`src/inc/output_buffer_pkg.sv`:
```
package output_buffer_pkg;
	// Register offset of the status byte
	localparam logic [7:0] STATUS_ADDR = 8'h0b;
	// First buffered sample data register
	localparam logic [7:0] DATA_ADDR   = 8'h0c;
	// Status byte field positions
	localparam int WMRK_BIT  = 7;
	localparam int OVF_BIT   = 6;
	localparam int CNT_MSB   = 5;
	// Reset value of the status byte
	localparam logic [7:0] STATUS_RESET = 8'h00;
	// Buffer capacity in triplets
	localparam int CAPACITY  = 32;
	// Bytes per triplet in normal and fast-read mode
	localparam logic [2:0] BYTES_NORMAL = 3'h6;
	localparam logic [2:0] BYTES_FAST   = 3'h3;
	// Disabled buffer mode code
	localparam logic [1:0] MODE_OFF = 2'h0;
	// Interrupt routing choices
	localparam logic ROUTE_PIN_ONE = 1'b0;
	// Host walker states
	typedef enum logic [1:0] {
		H_IDLE,
		H_STATUS,
		H_DRAIN
	} host_state_t;
endpackage

```
`src/inc/output_buffer_if.sv`:
```
interface output_buffer_if;
	logic [7:0] rd_addr;      // Register address of a byte read
	logic       rd_strobe;    // One-cycle byte read request
	logic [7:0] rd_data;      // Byte returned one cycle later
	logic       rd_valid;     // Marks rd_data
	logic [1:0] buffer_mode;  // Buffer mode, zero disables
	logic       flush;        // One-cycle flush request
	logic [5:0] wmrk_level;   // Watermark level
	logic       fast_read;    // One byte per axis
	logic       int_enable;   // Watermark interrupt enable
	logic       int_route;    // Pin select for the watermark
	logic       interrupt_pin_one;
	logic       interrupt_pin_two;
	modport device (
		input  rd_addr, rd_strobe, buffer_mode, flush, wmrk_level,
		input  fast_read, int_enable, int_route,
		output rd_data, rd_valid, interrupt_pin_one, interrupt_pin_two
	);
	modport host (
		output rd_addr, rd_strobe, buffer_mode, flush, wmrk_level,
		output fast_read, int_enable, int_route,
		input  rd_data, rd_valid, interrupt_pin_one, interrupt_pin_two
	);
endinterface

```
`src/hdl/output_buffer_status.sv`:
```
module output_buffer_status #(
	parameter int DEPTH = output_buffer_pkg::CAPACITY
) (
	input  wire logic       clk,
	input  wire logic       rst_n,
	input  wire logic       sample_push,
	output      logic       push_dropped,
	output_buffer_if.device bus
);
	initial begin
		if (DEPTH < 1 || DEPTH > 63) begin
			$error("DEPTH must fit a six-bit count");
		end
	end

	localparam logic [5:0] DEPTH_C = 6'(DEPTH);

	logic [5:0] count_reg, count_next;     // Stored triplets
	logic       ovf_reg, ovf_next;         // Overflow flag
	logic [2:0] byte_reg, byte_next;       // Bytes of current triplet read
	logic [7:0] data_reg, data_next;       // Read answer
	logic       valid_reg, valid_next;     // Read answer strobe
	logic       interrupt_pin_one_reg, interrupt_pin_one_next;       // Interrupt pin one
	logic       interrupt_pin_two_reg, interrupt_pin_two_next;       // Interrupt pin two
	logic       drop_reg, drop_next;       // Dropped push pulse
	logic       enabled;                   // Buffer mode nonzero
	logic       wmrk;                      // Live watermark flag
	logic       data_read;                 // Byte read of sample data
	logic       triplet_done;              // Last byte of a triplet read
	logic [2:0] bytes_per;                 // Bytes per triplet

	assign push_dropped = drop_reg;

	// Status flags and counters, next values
	always_comb begin
		enabled   = bus.buffer_mode != output_buffer_pkg::MODE_OFF;
		bytes_per = bus.fast_read ? output_buffer_pkg::BYTES_FAST
		                          : output_buffer_pkg::BYTES_NORMAL;
		data_read = bus.rd_strobe && enabled && count_reg != 6'h00
		            && bus.rd_addr >= output_buffer_pkg::DATA_ADDR;
		triplet_done = data_read && (byte_reg + 3'h1 == bytes_per);
		count_next = count_reg;
		ovf_next   = ovf_reg;
		byte_next  = byte_reg;
		drop_next  = 1'b0;
		if (!enabled || bus.flush) begin
			// Empty and drop flags
			count_next = 6'h00;
			ovf_next   = 1'b0;
			byte_next  = 3'h0;
		end else begin
			if (data_read) begin
				// Advance within triplet
				byte_next = triplet_done ? 3'h0 : byte_reg + 3'h1;
				ovf_next  = 1'b0;
			end
			if (sample_push && count_reg == DEPTH_C) begin
				// Full: count holds, overflow set wins over clear
				ovf_next  = 1'b1;
				drop_next = 1'b1;
				if (triplet_done) begin
					count_next = count_reg;        // One out, push still flagged dropped
				end
			end else if (sample_push && !triplet_done) begin
				count_next = count_reg + 6'h01;
			end else if (!sample_push && triplet_done) begin
				count_next = count_reg - 6'h01;
			end
		end
		// Watermark from count and level
		wmrk = enabled && count_reg >= bus.wmrk_level;
		// Read answer
		data_next  = 8'h00;
		valid_next = bus.rd_strobe;
		if (bus.rd_strobe && bus.rd_addr == output_buffer_pkg::STATUS_ADDR)
		begin
			if (enabled) begin
				// Status byte layout
				data_next[output_buffer_pkg::WMRK_BIT] = wmrk;
				data_next[output_buffer_pkg::OVF_BIT]  = ovf_reg;
				data_next[output_buffer_pkg::CNT_MSB:0] = count_reg;
			end else begin
				data_next = output_buffer_pkg::STATUS_RESET;
			end
		end
		// Interrupt routing
		interrupt_pin_one_next = bus.int_enable && wmrk
		            && bus.int_route == output_buffer_pkg::ROUTE_PIN_ONE;
		interrupt_pin_two_next = bus.int_enable && wmrk
		            && bus.int_route != output_buffer_pkg::ROUTE_PIN_ONE;
	end

	// Register stage
	always_ff @(posedge clk) begin
		if (!rst_n) begin
			count_reg <= 6'h00;
			ovf_reg   <= 1'b0;
			byte_reg  <= 3'h0;
			data_reg  <= output_buffer_pkg::STATUS_RESET;
			valid_reg <= 1'b0;
			interrupt_pin_one_reg  <= 1'b0;
			interrupt_pin_two_reg  <= 1'b0;
			drop_reg  <= 1'b0;
		end else begin
			count_reg <= count_next;
			ovf_reg   <= ovf_next;
			byte_reg  <= byte_next;
			data_reg  <= data_next;
			valid_reg <= valid_next;
			interrupt_pin_one_reg  <= interrupt_pin_one_next;
			interrupt_pin_two_reg  <= interrupt_pin_two_next;
			drop_reg  <= drop_next;
		end
	end

	assign bus.rd_data           = data_reg;
	assign bus.rd_valid          = valid_reg;
	assign bus.interrupt_pin_one = interrupt_pin_one_reg;
	assign bus.interrupt_pin_two = interrupt_pin_two_reg;
endmodule

```
`src/flat_wrapper.sv`:
```
// flat-port wrapper written by rule: the top's interface ports become plain ports
module output_buffer_status_flat 
#(
	parameter int DEPTH = output_buffer_pkg::CAPACITY
)
  (clk, rst_n, sample_push, push_dropped, bus_rd_addr, bus_rd_strobe, bus_buffer_mode, bus_flush, bus_wmrk_level, bus_fast_read, bus_int_enable, bus_int_route, bus_rd_data, bus_rd_valid, bus_interrupt_pin_one, bus_interrupt_pin_two);
  output_buffer_if bus_i ();
  input  wire logic clk;
  input  wire logic rst_n;
  input  wire logic sample_push;
  output      logic push_dropped;
  input wire logic [$bits(bus_i.rd_addr)-1:0] bus_rd_addr;
  input wire logic [$bits(bus_i.rd_strobe)-1:0] bus_rd_strobe;
  input wire logic [$bits(bus_i.buffer_mode)-1:0] bus_buffer_mode;
  input wire logic [$bits(bus_i.flush)-1:0] bus_flush;
  input wire logic [$bits(bus_i.wmrk_level)-1:0] bus_wmrk_level;
  input wire logic [$bits(bus_i.fast_read)-1:0] bus_fast_read;
  input wire logic [$bits(bus_i.int_enable)-1:0] bus_int_enable;
  input wire logic [$bits(bus_i.int_route)-1:0] bus_int_route;
  output wire logic [$bits(bus_i.rd_data)-1:0] bus_rd_data;
  output wire logic [$bits(bus_i.rd_valid)-1:0] bus_rd_valid;
  output wire logic [$bits(bus_i.interrupt_pin_one)-1:0] bus_interrupt_pin_one;
  output wire logic [$bits(bus_i.interrupt_pin_two)-1:0] bus_interrupt_pin_two;
  assign bus_i.rd_addr = bus_rd_addr;
  assign bus_i.rd_strobe = bus_rd_strobe;
  assign bus_i.buffer_mode = bus_buffer_mode;
  assign bus_i.flush = bus_flush;
  assign bus_i.wmrk_level = bus_wmrk_level;
  assign bus_i.fast_read = bus_fast_read;
  assign bus_i.int_enable = bus_int_enable;
  assign bus_i.int_route = bus_int_route;
  assign bus_rd_data = bus_i.rd_data;
  assign bus_rd_valid = bus_i.rd_valid;
  assign bus_interrupt_pin_one = bus_i.interrupt_pin_one;
  assign bus_interrupt_pin_two = bus_i.interrupt_pin_two;
  output_buffer_status #(.DEPTH(DEPTH)) u_core (.clk(clk), .rst_n(rst_n), .sample_push(sample_push), .push_dropped(push_dropped), .bus(bus_i));
endmodule
```
`config.mk`:
```
export PLATFORM = sky130hd
export DESIGN_NAME = output_buffer_status_flat
export DESIGN_NICKNAME = d
export VERILOG_FILES = /design/src/inc/output_buffer_pkg.sv /design/src/inc/output_buffer_if.sv /design/src/hdl/output_buffer_status.sv /design/src/flat_wrapper.sv
export SDC_FILE = /design/constraint.sdc
export NUM_CORES = 1
export LEC_CHECK = 0
export BUFFER_PORTS_ARGS = -buffer_cell sky130_fd_sc_hd__buf_4
export CORE_MARGIN = 3
export CORE_UTILIZATION = 42
export DETAILED_ROUTE_END_ITERATION = 16
export HOLD_SLACK_MARGIN = 0.06
export MAX_ROUTING_LAYER = met4
export PLACE_DENSITY = 0.75
export SYNTH_ARGS = -nofsm -noshare
export SYNTH_HDL_FRONTEND = slang
export SYNTH_SLANG_ARGS = --single-unit
export TNS_END_PERCENT = 10
```
`constraint.sdc`:
```
create_clock -name clk -period 3.2 [get_ports clk]
set_input_delay 0.64 -clock clk [delete_from_list [all_inputs] [get_ports clk]]
set_output_delay 0.64 -clock clk [all_outputs]
set_load 0.01 [all_outputs]
```
Word level (Yosys, flattened, before mapping)
Cells that the tools add are included.
{ "totals": {"register_bits": 22, "inputBits": 24, "out_inout_bits": 12, "word_cells": 49} }
{ "classes": {"addsub": 3, "order_cmp": 2, "n_eq_ne": 3, "muxes": 7, "bitwise": 3, "n_reduce_logical": 23} }
{ "op_table": {"columns": ["operator", "count"], "rows": [
  ["1-bit logical AND", 12],
  ["6-bit 2-to-1 mux", 2],
  ["8-bit by 4-bit == test with 1-bit output (second input constant)", 1],
  ["8-bit by 4-bit greater-or-equal comparator with 1-bit output (second input constant)", 1],
  ["6-bit by 1-bit adder with 6-bit output (second input constant)", 1],
  ["6-bit == test (second input constant)", 1],
  ["6-bit greater-or-equal comparator", 1],
  ["3-bit 2-to-1 mux", 2],
  ["2-bit nonzero test", 3],
  ["6-bit nonzero test", 1],
  ["6-bit by 1-bit subtractor with 6-bit output (second input constant)", 1],
  ["3-bit by 1-bit adder with 3-bit output (second input constant)", 1],
  ["3-bit == test", 1],
  ["1-bit logical NOT", 3],
  ["1-bit 2-to-1 mux", 3],
  ["1-bit NOT", 3],
  ["3-bit AND reduction", 1],
  ["2-bit AND reduction", 1],
  ["2-bit OR reduction", 1],
  ["1-bit logical OR", 1]
]} }

Depth between registers and ports, before layout
Gate-level depths: netlist of run 1.
{ "depth": {"ltp_word": 9, "ltp_mapped": 14, "depth_no_buf": 13} }

Worst setup path after synthesis of run 1
Ideal clock, no wire load.
{ "synth_path": {"kind": "input port to flip-flop", "start": "input bus_rd_addr[6]", "end": "register u_core.count_reg[5]", "setup_ns": 0.121, "t_arrival_ns": 3.094, "t_required_ns": 3.079, "path_slack_ns": -0.015, "path_stages": 14, "path_buffers": 1, "path_cell_list": "or4_4 a21oi_2 a211o_1 buf_6 inv_1 nand3_1 ha_1 inv_1 ha_1 o21ai_0 o21a_1 o21a_1 o21ai_0 mux2_2"} }
{ "synth_between": {"elab_chain_cells": 7, "elab_cells_between_ends": 9, "cone_classes": "1 x order compare; 1 x mux; 7 x reduce/logical"} }
{ "synth_rtl": {"columns": ["item", "line", "rtl"], "rows": [
  ["start, declared", "flat_wrapper.sv:12", "input wire logic [$bits(bus_i.rd_addr)-1:0] bus_rd_addr;"],
  ["8-bit by 4-bit greater-or-equal comparator with 1-bit output (*)", "output_buffer_status.sv:40", "&& bus.rd_addr >= output_buffer_pkg::DATA_ADDR;"],
  ["1-bit logical AND (*)", "output_buffer_status.sv:40", null],
  ["1-bit logical AND (*)", "output_buffer_status.sv:41", "triplet_done = data_read && (byte_reg + 3'h1 == bytes_per);"],
  ["1-bit logical NOT", "output_buffer_status.sv:64", "end else if (sample_push && !triplet_done) begin"],
  ["1-bit logical AND", "output_buffer_status.sv:64", null],
  ["2-bit nonzero test (no line)", null, null],
  ["2-bit AND reduction (no line)", null, null],
  ["end signal, assigned", "output_buffer_status.sv:105", "count_reg <= count_next;"],
  ["end, declared", "output_buffer_status.sv:18", "logic [5:0] count_reg, count_next;"]
]} }
Mark *: on every way between the ends. The rest lies on a longest branch, timed or not.
A chain may end at the register's enable or synchronous reset.

Final worst setup path of run 1
Same ends and word-level chain as after synthesis.

==> reports/results.tsv, run 1 <==
stage	metric	value	unit
outcome	outcome	finished clean	
yosys	Yosys reg bits	22	
setup_path	Worst setup SP type	primary input	
die	die width	58.8	um
clocking	CTS tree	yes	
global_route	initial antenna violation count	0	
timing	unrepaired setup endpoints after global routing	false	
yosys	Unique masters post-synth	31	
global_route	grt ovf	0	
clocking	Post-CTS Hold Buffers	0	
drt	DR vias	1022	
timing	Fin. Hold Viols	0	
cells_and_area	Area Growth Syn to Fin	35.6	%
power_and_ir_drop	Pwr Density	376	nW/um^2
cells_and_area	share of layout cells above drive strength 1	31.6	%
placed_design	Placer Congestion	0.857	
timing	fmax	333	MHz
drt	DR WL/cell	12.8	um
die	initial core utilization	45.7	%
power_and_ir_drop	Clk pwr share	35.7	%
timing	Period Utilization, post-route	93.9	%
placed_design	Placed Cells	199	
die	FP Rows	18	
power_and_ir_drop	Int Pwr	0.000460	W
setup_path	critical path's top delay family	compound AO/OA/AOI/OAI gates	
cells_and_area	# fillers	228	
setup_path	WS Path Type	in -> reg	
timing	# setup viols final	0	
clocking	CTS resizes	0	
setup_path	maximum fanout along the worst path	5	
setup_path	Critical Path Most Common Cell	ha_1	
global_route	GRT Total Usage	16.5	%
clocking	clock tree buffer depth	2	
clocking	Sink Count	22	
setup_path	CP Cell Sequence	buf_4, or4_4, a21oi_2, a211o_1, inv_1, nand3_1, ha_1, inv_2, ha_1, a211oi_1, o21a_1, nor3_1, o21ai_0, mux2_2	
global_route	first-pass GRT wire length	4310	um
clocking	Worst-path clk slew	130	ps
drt	DRC viols	0	
yosys	synth warn	0	
setup_path	critical path required time	3410	ps
clocking	Skew-Pair Late Insertion Delay	310	ps
setup_path	arrival time worst endpoint	3210	ps
timing	actual slew at the worst max-slew pin	566	ps
setup_path	critical path's largest stage delay	530	ps
power_and_ir_drop	Comb power frac	16.6	%
drt	vias per cell	5.01	
cells_and_area	fin util	61.9	%
die	Die Y	58.8	um
global_route	largest net degree at the start of global routing	14	
power_and_ir_drop	sw frac	23.0	%
setup_path	CP max stage cell	or4_4	
clocking	clk root buf	clkbuf_4	
placed_design	DP Wirelength	2100	um
drt	antenna-violating nets left	0	
setup_path	crit end category	register	
yosys	Mapped Area	1170	sq um
clocking	Setup Fix Bufs, Post-CTS	0	
cells_and_area	nets	212	
setup_path	Critical path buffers and inverters	3	
global_route	vias in the first global route	1012	
die	I/O pin count	36	
hold_path	worst min path class	reg -> reg	
drt	Routed WL	2610	um
drt	First DRT Iteration DRCs	22	
die	core area	2570	sq um
power_and_ir_drop	Static Leakage	0.756	nW
timing	Worst Skew	12.5	ps
yosys	sequential-to-total area share from yosys stat	37.6	%
yosys	syn_nets	167	
job	max cap viols	0	
die	Die Area	3460	sq um
timing	fin. max-slew vios	0	
cells_and_area	max reg flops	8	
power_and_ir_drop	Tot Pwr	0.000598	W
placed_design	Port Buffers	35	
yosys	Syn Area/Cell	9.02	sq um
power_and_ir_drop	Max rail drop VDD	0.263	mV
power_and_ir_drop	Flop pwr share	47.6	%
timing	crit path time final	3000	ps
timing	slew margin rel.	61.9	%
cells_and_area	fin cells	204	
drt	DR pass1 iterations	4	
clocking	htree depth	1	
power_and_ir_drop	Psw	0.000138	W
timing	Hold Worst Slack	485	ps
clocking	total CTS buffers	3	
cells_and_area	# diodes	0	
yosys	Gate Count Post-Synth	130	
routing by layer:
| layer | wire, um | track usage, % |
|---|---|---|
| met4 | 41 | 6.47 |
| met1 | 1080 | 18.3 |
| met3 | 210 | 2.85 |
| met5 | 0 | - |
| met2 | 1280 | 29.2 |
kinds of logic (layout without fill, tap and decap cells):
family | after synthesis | in the layout | share of synthesized area, %
compound gates | 25 | 25 | 13.2
xor+xnor | 5 | 5 | 3.74
fa+ha+maj | 13 | 13 | 14.5
buf+inv | 13 | 57 | 4.91
flops | 22 | 22 | 37.6
mux | 5 | 5 | 4.38
simple gates | 47 | 47 | 21.7
stage by stage:
stage	setup TNS, ps	setup slack [ps]	area [sq um]
global route	0	3.25	1590
global placement	-21.5	-21.5	1530
finish	0	196	1590
floorplan	0	13.5	1200
CTS	0	217	1580
detailed placement	-86.8	-86.8	1530
layout make-up:
cell class	instances	area [sq um]	share of cell area, %
tap	30	37.5	2.36
timing repair buffer	43	323	20.3
multi-input combinational	95	699	44.0
sequential	22	440	27.7
clock inverter	1	30.0	1.89
inverter	10	37.5	2.36
clock buffer	3	22.5	1.42
tightest hold or removal path: stages, from the launching register on:
cell and delay (ps):
dfxtp_1 340, nand2_1 50, a21oi_1 60
final timing paths:
| kind | start | end | slack [ps] | cells after the start |
|---|---|---|---|---|
| max | bus_rd_addr[6] | u_core.count_reg[5]$_SDFFE_PP0P_ | 200 | 14 |
| min | u_core.ovf_reg$_SDFFE_PP0P_ | u_core.ovf_reg$_SDFFE_PP0P_ | 490 | 2 |
| max reg2reg | u_core.byte_reg[0]$_SDFFE_PP0P_ | u_core.count_reg[5]$_SDFFE_PP0P_ | 230 | 12 |
| min reg2reg | u_core.ovf_reg$_SDFFE_PP0P_ | u_core.ovf_reg$_SDFFE_PP0P_ | 490 | 2 |
cells in the mapped netlist (all sizes together):
library cell,instances,area share (%)
o21ai,5,2.1
inv,10,3.2
ha,12,13
o21a,2,1.3
a211o,1,0.75
a31oi,1,0.53
o32ai,1,0.75
and2,8,4.3
nor4,1,1.8
nor2,11,3.5
or4,1,0.96
xnor2,5,3.7
a21o,3,1.9
nor2b,2,1.1
nand3,1,0.43
clkbuf,2,0.75
fa,1,1.7
nand4,2,1.1
a21oi,10,4.6
dfxtp,22,38
or2,1,0.53
mux2i,4,3.4
a211oi,2,1.3
mux2,1,0.96
buf,1,0.96
nand2b,3,1.6
nand2,11,3.5
nor4b,1,0.75
nor3,5,2.1
cells in the final DEF, fill, tap and decap left out, types with 2 or more instances in the layout:
cell / count
buf_4: 43
dfxtp_1: 22
nor2_1: 11
nand2_1: 11
ha_1: 10
inv_1: 9
a21oi_1: 9
and2_1: 8
nor3_1: 5
o21ai_0: 5
xnor2_1: 5
mux2i_1: 4
nand2b_1: 3
a21o_1: 3
clkbuf_4: 3
nand4_1: 2
nor2b_1: 2
a211oi_1: 2
o21a_1: 2
ha_4: 2
power groups by stage:
stage / Combinational (W) / Clock (W) / Sequential, W
3_3_place_gp: 0.0000946 / 0 / 0.000291
3_5_place_dp: 0.0000985 / 0 / 0.000291
6_report: 0.0000995 / 0.000214 / 0.000285
2_1_floorplan: 0.0000572 / 0 / 0.000290
4_1_cts: 0.0000989 / 0.000217 / 0.000285
5_1_grt: 0.000112 / 0.000229 / 0.000286
Power figures use the tool's default switching activity.
==> run 2, diff against run 1 <==
--- a/config.mk
+++ b/config.mk
@@ -10,8 +10,8 @@
 export CORE_UTILIZATION = 42
 export DETAILED_ROUTE_END_ITERATION = 16
 export HOLD_SLACK_MARGIN = 0.06
-export MAX_ROUTING_LAYER = met4
 export PLACE_DENSITY = 0.75
+export REMOVE_ABC_BUFFERS = 1
 export SYNTH_ARGS = -nofsm -noshare
 export SYNTH_HDL_FRONTEND = slang
 export SYNTH_SLANG_ARGS = --single-unit
==> constraint.sdc (replaced) <==
create_clock -name clk -period 3.2 [get_ports clk]
set_input_delay 0 -clock clk [delete_from_list [all_inputs] [get_ports clk]]
set_output_delay 0 -clock clk [all_outputs]
set_load 0.01 [all_outputs]
==> reports/results.tsv, run 2 (synthesized netlist as in run 1, its figures left out) <==
stage	metric	value	unit
outcome	outcome	finished clean	
drt	First DRT Iteration DRCs	17	
die	FP Rows	18	
cells_and_area	Area Growth Syn to Fin	35.2	%
clocking	htree depth	1	
timing	fin. max-slew vios	0	
cells_and_area	max reg flops	8	
global_route	vias in the first global route	969	
setup_path	WS Path Type	reg -> reg	
placed_design	Port Buffers	35	
placed_design	Placer Congestion	0.873	
setup_path	maximum fanout along the worst path	7	
die	die width	58.8	um
timing	Fin. Hold Viols	0	
hold_path	worst min path class	in -> reg	
setup_path	RR Startpoint	u_core.byte_reg[0]$_SDFFE_PP0P_	
drt	Routed WL	2420	um
die	Die Y	58.8	um
setup_path	Critical Path Sink	u_core.count_reg[5]$_SDFFE_PP0P_	
cells_and_area	commonest non-fill, non-tap cells in the layout	buf_4 (35), dfxtp_1 (22), ha_1 (12), nor2_1 (11), nand2_1 (11)	
drt	DR WL/cell	11.8	um
setup_path	crit end category	register	
global_route	largest net degree at the start of global routing	14	
die	I/O pin count	36	
hold_path	Hold Startpoint	bus_flush	
die	core area	2570	sq um
drt	antenna-violating nets left	0	
power_and_ir_drop	Pwr Density	373	nW/um^2
die	Die Area	3460	sq um
global_route	GRT Total Usage	14.9	%
setup_path	FF-to-FF path depth	12	
global_route	first-pass GRT wire length	4020	um
clocking	CTS tree	yes	
drt	DR vias	1035	
global_route	initial antenna violation count	0	
clocking	Skew-Pair Late Insertion Delay	310	ps
timing	Setup TNS	0	ps
setup_path	Worst setup SP type	register	
job	max cap viols	0	
placed_design	DP Worst Slack	203	ps
clocking	Sink Count	22	
clocking	clock tree buffer depth	2	
cells_and_area	# diodes	0	
cells_and_area	share of layout cells above drive strength 1	25.9	%
setup_path	critical path required time	3420	ps
global_route	grt ovf	0	
timing	final worst-path setup slack	258	ps
power_and_ir_drop	Tot Pwr	0.000592	W
timing	actual slew at the worst max-slew pin	599	ps
setup_path	CP Launch Point	u_core.byte_reg[0]$_SDFFE_PP0P_	
timing	fmax	340	MHz
power_and_ir_drop	Static Leakage	0.759	nW
timing	crit path time final	2940	ps
cells_and_area	nets	212	
setup_path	RR Endpoint	u_core.count_reg[5]$_SDFFE_PP0P_	
setup_path	FF-to-FF setup slack	260	ps
timing	Worst Skew	10.6	ps
clocking	Worst-path clk slew	130	ps
die	initial core utilization	45.7	%
timing	# setup viols final	0	
drt	DRC viols	0	
power_and_ir_drop	Max rail drop VDD	0.214	mV
placed_design	DP Wirelength	1910	um
cells_and_area	most common cell after layout, fill and taps aside	buf_4	
timing	unrepaired setup endpoints after global routing	false	
clocking	clk root buf	clkbuf_4	
clocking	Setup Fix Bufs, Post-CTS	0	
setup_path	arrival time worst endpoint	3160	ps
cells_and_area	fin util	61.7	%
timing	slew margin rel.	59.7	%
clocking	total CTS buffers	3	
drt	DR pass1 iterations	4	
timing	Period Utilization, post-route	91.9	%
drt	vias per cell	5.07	
timing	Hold Worst Slack	94.6	ps
-- run 2: final cells by class --
| cell class | count | area (sq um) |
|---|---|---|
| clock inverter | 1 | 30.0 |
| inverter | 10 | 37.5 |
| sequential | 22 | 440 |
| tap | 30 | 37.5 |
| multi-input combinational | 95 | 674 |
| fill | 203 | 982 |
| timing repair buffer | 43 | 343 |
| clock buffer | 3 | 22.5 |
-- run 2: through the flow --
step,cells,area (sq um)
floorplan,127,1150
global placement,192,1450
detailed placement,192,1450
CTS,204,1590
global route,204,1590
finish,204,1590
-- run 2: report_power, final --
part           total [W]  leakage (nW)  switching (W)  internal [W]
Sequential      0.000284         0.178     0.00000624      0.000278
Combinational  0.0000947         0.553      0.0000425     0.0000522
Clock           0.000213        0.0279      0.0000861      0.000127
-- run 2: repair_timing --
item	in CTS	in global routing
endpoints found under the hold margin	14	0
hold buffers	8	0
setup endpoints to repair	0	1
resized for setup	0	1
-- run 2: worst min path at each step --
stage | cells past startpoint | slack (ps) | endpoint
after global placement | 2 | 180 | u_core.bus.interrupt_pin_one$_SDFF_PN0_
after global routing | 3 | 80 | u_core.count_reg[4]$_SDFFE_PP0P_
after CTS | 3 | 80 | u_core.ovf_reg$_SDFFE_PP0P_
final | 3 | 90 | u_core.ovf_reg$_SDFFE_PP0P_
after detailed placement | 2 | 180 | u_core.bus.interrupt_pin_one$_SDFF_PN0_
after floorplan | 1 | 80 | u_core.bus.interrupt_pin_one$_SDFF_PN0_
-- run 2: worst max-delay path, stage by stage, from the launching register on --
cell	delay, ps
dfxtp_1	430
ha_1	230
xnor2_1	150
mux2i_1	320
nand3_1	120
ha_1	200
inv_2	120
ha_1	270
a211oi_1	230
o21a_1	180
nor3_1	50
o21ai_0	190
mux2_2	350
-- run 2: metal layers --
metal	vias to the layer above	global-route usage [%]	part of all wire (%)
met2	28	25.9	50
met4	0	9.06	1.8
met5	-	0	0
li1	531	-	-
met1	472	17.3	44
met3	4	1.75	4.7
==> run 3, diff against run 2 <==
--- a/config.mk
+++ b/config.mk
@@ -8,8 +8,9 @@
 export BUFFER_PORTS_ARGS = -buffer_cell sky130_fd_sc_hd__buf_4
 export CORE_MARGIN = 3
 export CORE_UTILIZATION = 42
+export CTS_BUF_LIST = sky130_fd_sc_hd__clkbuf_16
 export DETAILED_ROUTE_END_ITERATION = 16
-export HOLD_SLACK_MARGIN = 0.06
+export HOLD_SLACK_MARGIN = 0.08
 export PLACE_DENSITY = 0.75
 export REMOVE_ABC_BUFFERS = 1
 export SYNTH_ARGS = -nofsm -noshare
==> reports/results.tsv, run 3 (synthesized netlist as in run 1, its figures left out) <==
stage	metric	value	unit
outcome	outcome	finished clean	
clocking	Sink Count	22	
power_and_ir_drop	Psw	0.000146	W
cells_and_area	max reg flops	8	
setup_path	CP Launch Point	u_core.byte_reg[0]$_SDFFE_PP0P_	
die	die width	58.8	um
drt	Routed WL	2460	um
placed_design	DP Worst Slack	203	ps
cells_and_area	# diodes	0	
clocking	Skew-Pair Late Insertion Delay	250	ps
placed_design	Port Buffers	35	
die	initial core utilization	45.7	%
power_and_ir_drop	Static Leakage	0.773	nW
power_and_ir_drop	Flop pwr share	39.4	%
cells_and_area	fin util	63.0	%
cells_and_area	commonest non-fill, non-tap cells in the layout	buf_4 (35), dfxtp_1 (22), ha_1 (12), nor2_1 (11), nand2_1 (11)	
drt	vias per cell	5.07	
setup_path	arrival time worst endpoint	3070	ps
die	Die Y	58.8	um
placed_design	DP Wirelength	1910	um
drt	DR pass1 iterations	4	
timing	Period Utilization, post-route	91.4	%
timing	unrepaired setup endpoints after global routing	false	
die	core area	2570	sq um
drt	DRC viols	0	
placed_design	Placer Congestion	0.873	
hold_path	Hold Startpoint	sample_push	
setup_path	RR Startpoint	u_core.byte_reg[0]$_SDFFE_PP0P_	
global_route	grt ovf	0	
timing	# setup viols final	0	
timing	Hold Worst Slack	79.5	ps
drt	DR WL/cell	12.2	um
power_and_ir_drop	Clk pwr share	47.8	%
cells_and_area	Area Growth Syn to Fin	38.0	%
setup_path	maximum fanout along the worst path	7	
power_and_ir_drop	Int Pwr	0.000577	W
drt	First DRT Iteration DRCs	23	
clocking	clk root buf	clkbuf_16	
power_and_ir_drop	Comb power frac	12.8	%
power_and_ir_drop	sw frac	20.1	%
global_route	vias in the first global route	989	
drt	DR vias	1025	
cells_and_area	nets	210	
setup_path	critical path required time	3340	ps
cells_and_area	share of layout cells above drive strength 1	26.2	%
die	Die Area	3460	sq um
timing	crit path time final	2930	ps
job	max cap viols	0	
clocking	Worst-path clk slew	60	ps
clocking	htree depth	1	
hold_path	worst min path class	in -> reg	
setup_path	Worst setup SP type	register	
timing	actual slew at the worst max-slew pin	608	ps
die	I/O pin count	36	
timing	Worst Skew	3.28	ps
clocking	CTS tree	yes	
power_and_ir_drop	Tot Pwr	0.000723	W
timing	final worst-path setup slack	275	ps
power_and_ir_drop	Pwr Density	447	nW/um^2
setup_path	crit end category	register	
global_route	initial antenna violation count	0	
global_route	GRT Total Usage	15.2	%
setup_path	WS Path Type	reg -> reg	
drt	antenna-violating nets left	0	
timing	slew margin rel.	59.0	%
die	FP Rows	18	
timing	Fin. Hold Viols	0	
global_route	largest net degree at the start of global routing	14	
cells_and_area	# fillers	201	
clocking	Setup Fix Bufs, Post-CTS	0	
global_route	first-pass GRT wire length	4130	um
clocking	clock tree buffer depth	2	
clocking	total CTS buffers	3	
timing	fmax	342	MHz
cells_and_area	most common cell after layout, fill and taps aside	buf_4	
timing	Setup TNS	0	ps
timing	fin. max-slew vios	0	
power_and_ir_drop	Max rail drop VDD	0.356	mV
[run 3: cell count changes in the layout (fill, tap and decap cells not counted), sizes merged]
| cell | before | now |
|---|---|---|
| dlygate4sd3 | 8 | 6 |
[run 3: worst max-delay path: stages (launching register included)]
cell	delay [ps]
dfxtp_1	410
ha_1	240
xnor2_1	150
mux2i_1	320
nand3_1	120
ha_1	200
inv_2	120
ha_1	270
a211oi_1	230
o21a_1	180
nor3_1	50
o21ai_0	180
mux2_2	350
[run 3: per-stage QoR]
| step | instance area [sq um] | instances |
|---|---|---|
| 2_1_floorplan | 1150 | 127 |
| 3_3_place_gp | 1450 | 192 |
| 3_5_place_dp | 1450 | 192 |
| 4_1_cts | 1620 | 202 |
| 5_1_grt | 1620 | 202 |
| 6_report | 1620 | 202 |
[run 3: final timing paths]
path,to,slack [ps],depth (start not counted)
setup / recovery,u_core.count_reg[5]$_SDFFE_PP0P_,270,12
hold / removal,u_core.push_dropped$_SDFF_PP0_,80,3
setup reg to reg,u_core.count_reg[5]$_SDFFE_PP0P_,270,12
hold reg to reg,u_core.ovf_reg$_SDFFE_PP0P_,460,2
[run 3: area by class of cell]
cell class                      instances  area, sq um  area share, %
Clock buffer                            3         75.1           4.64
Clock inverter                          1         30.0           1.86
Inverter                               10         37.5           2.32
Multi-Input combinational cell         95          674           41.7
Sequential cell                        22          440           27.2
Tap cell                               30         37.5           2.32
Timing Repair Buffer                   41          323           20.0
[run 3: layer usage]
layer	vias up	GRT usage (%)	share of wire, %
met2	24	26.7	51
met5	-	0	0
met4	0	7.12	2.3
li1	529	-	-
met1	466	18.0	43
met3	6	2.41	4.4
[run 3: timing repair]
item	CTS	global route
endpoints found under the hold margin	4	0
hold buffers	6	0
endpoints found under the setup margin	0	1
resized for setup	0	1
[run 3: power by group through the flow]
stage	registers, W	clock network (W)	logic [W]
finish	0.000285	0.000345	0.0000927
global route	0.000285	0.000364	0.000104
CTS	0.000284	0.000352	0.0000925
detailed placement	0.000291	0	0.0000873
global placement	0.000290	0	0.0000838
floorplan	0.000289	0	0.0000513
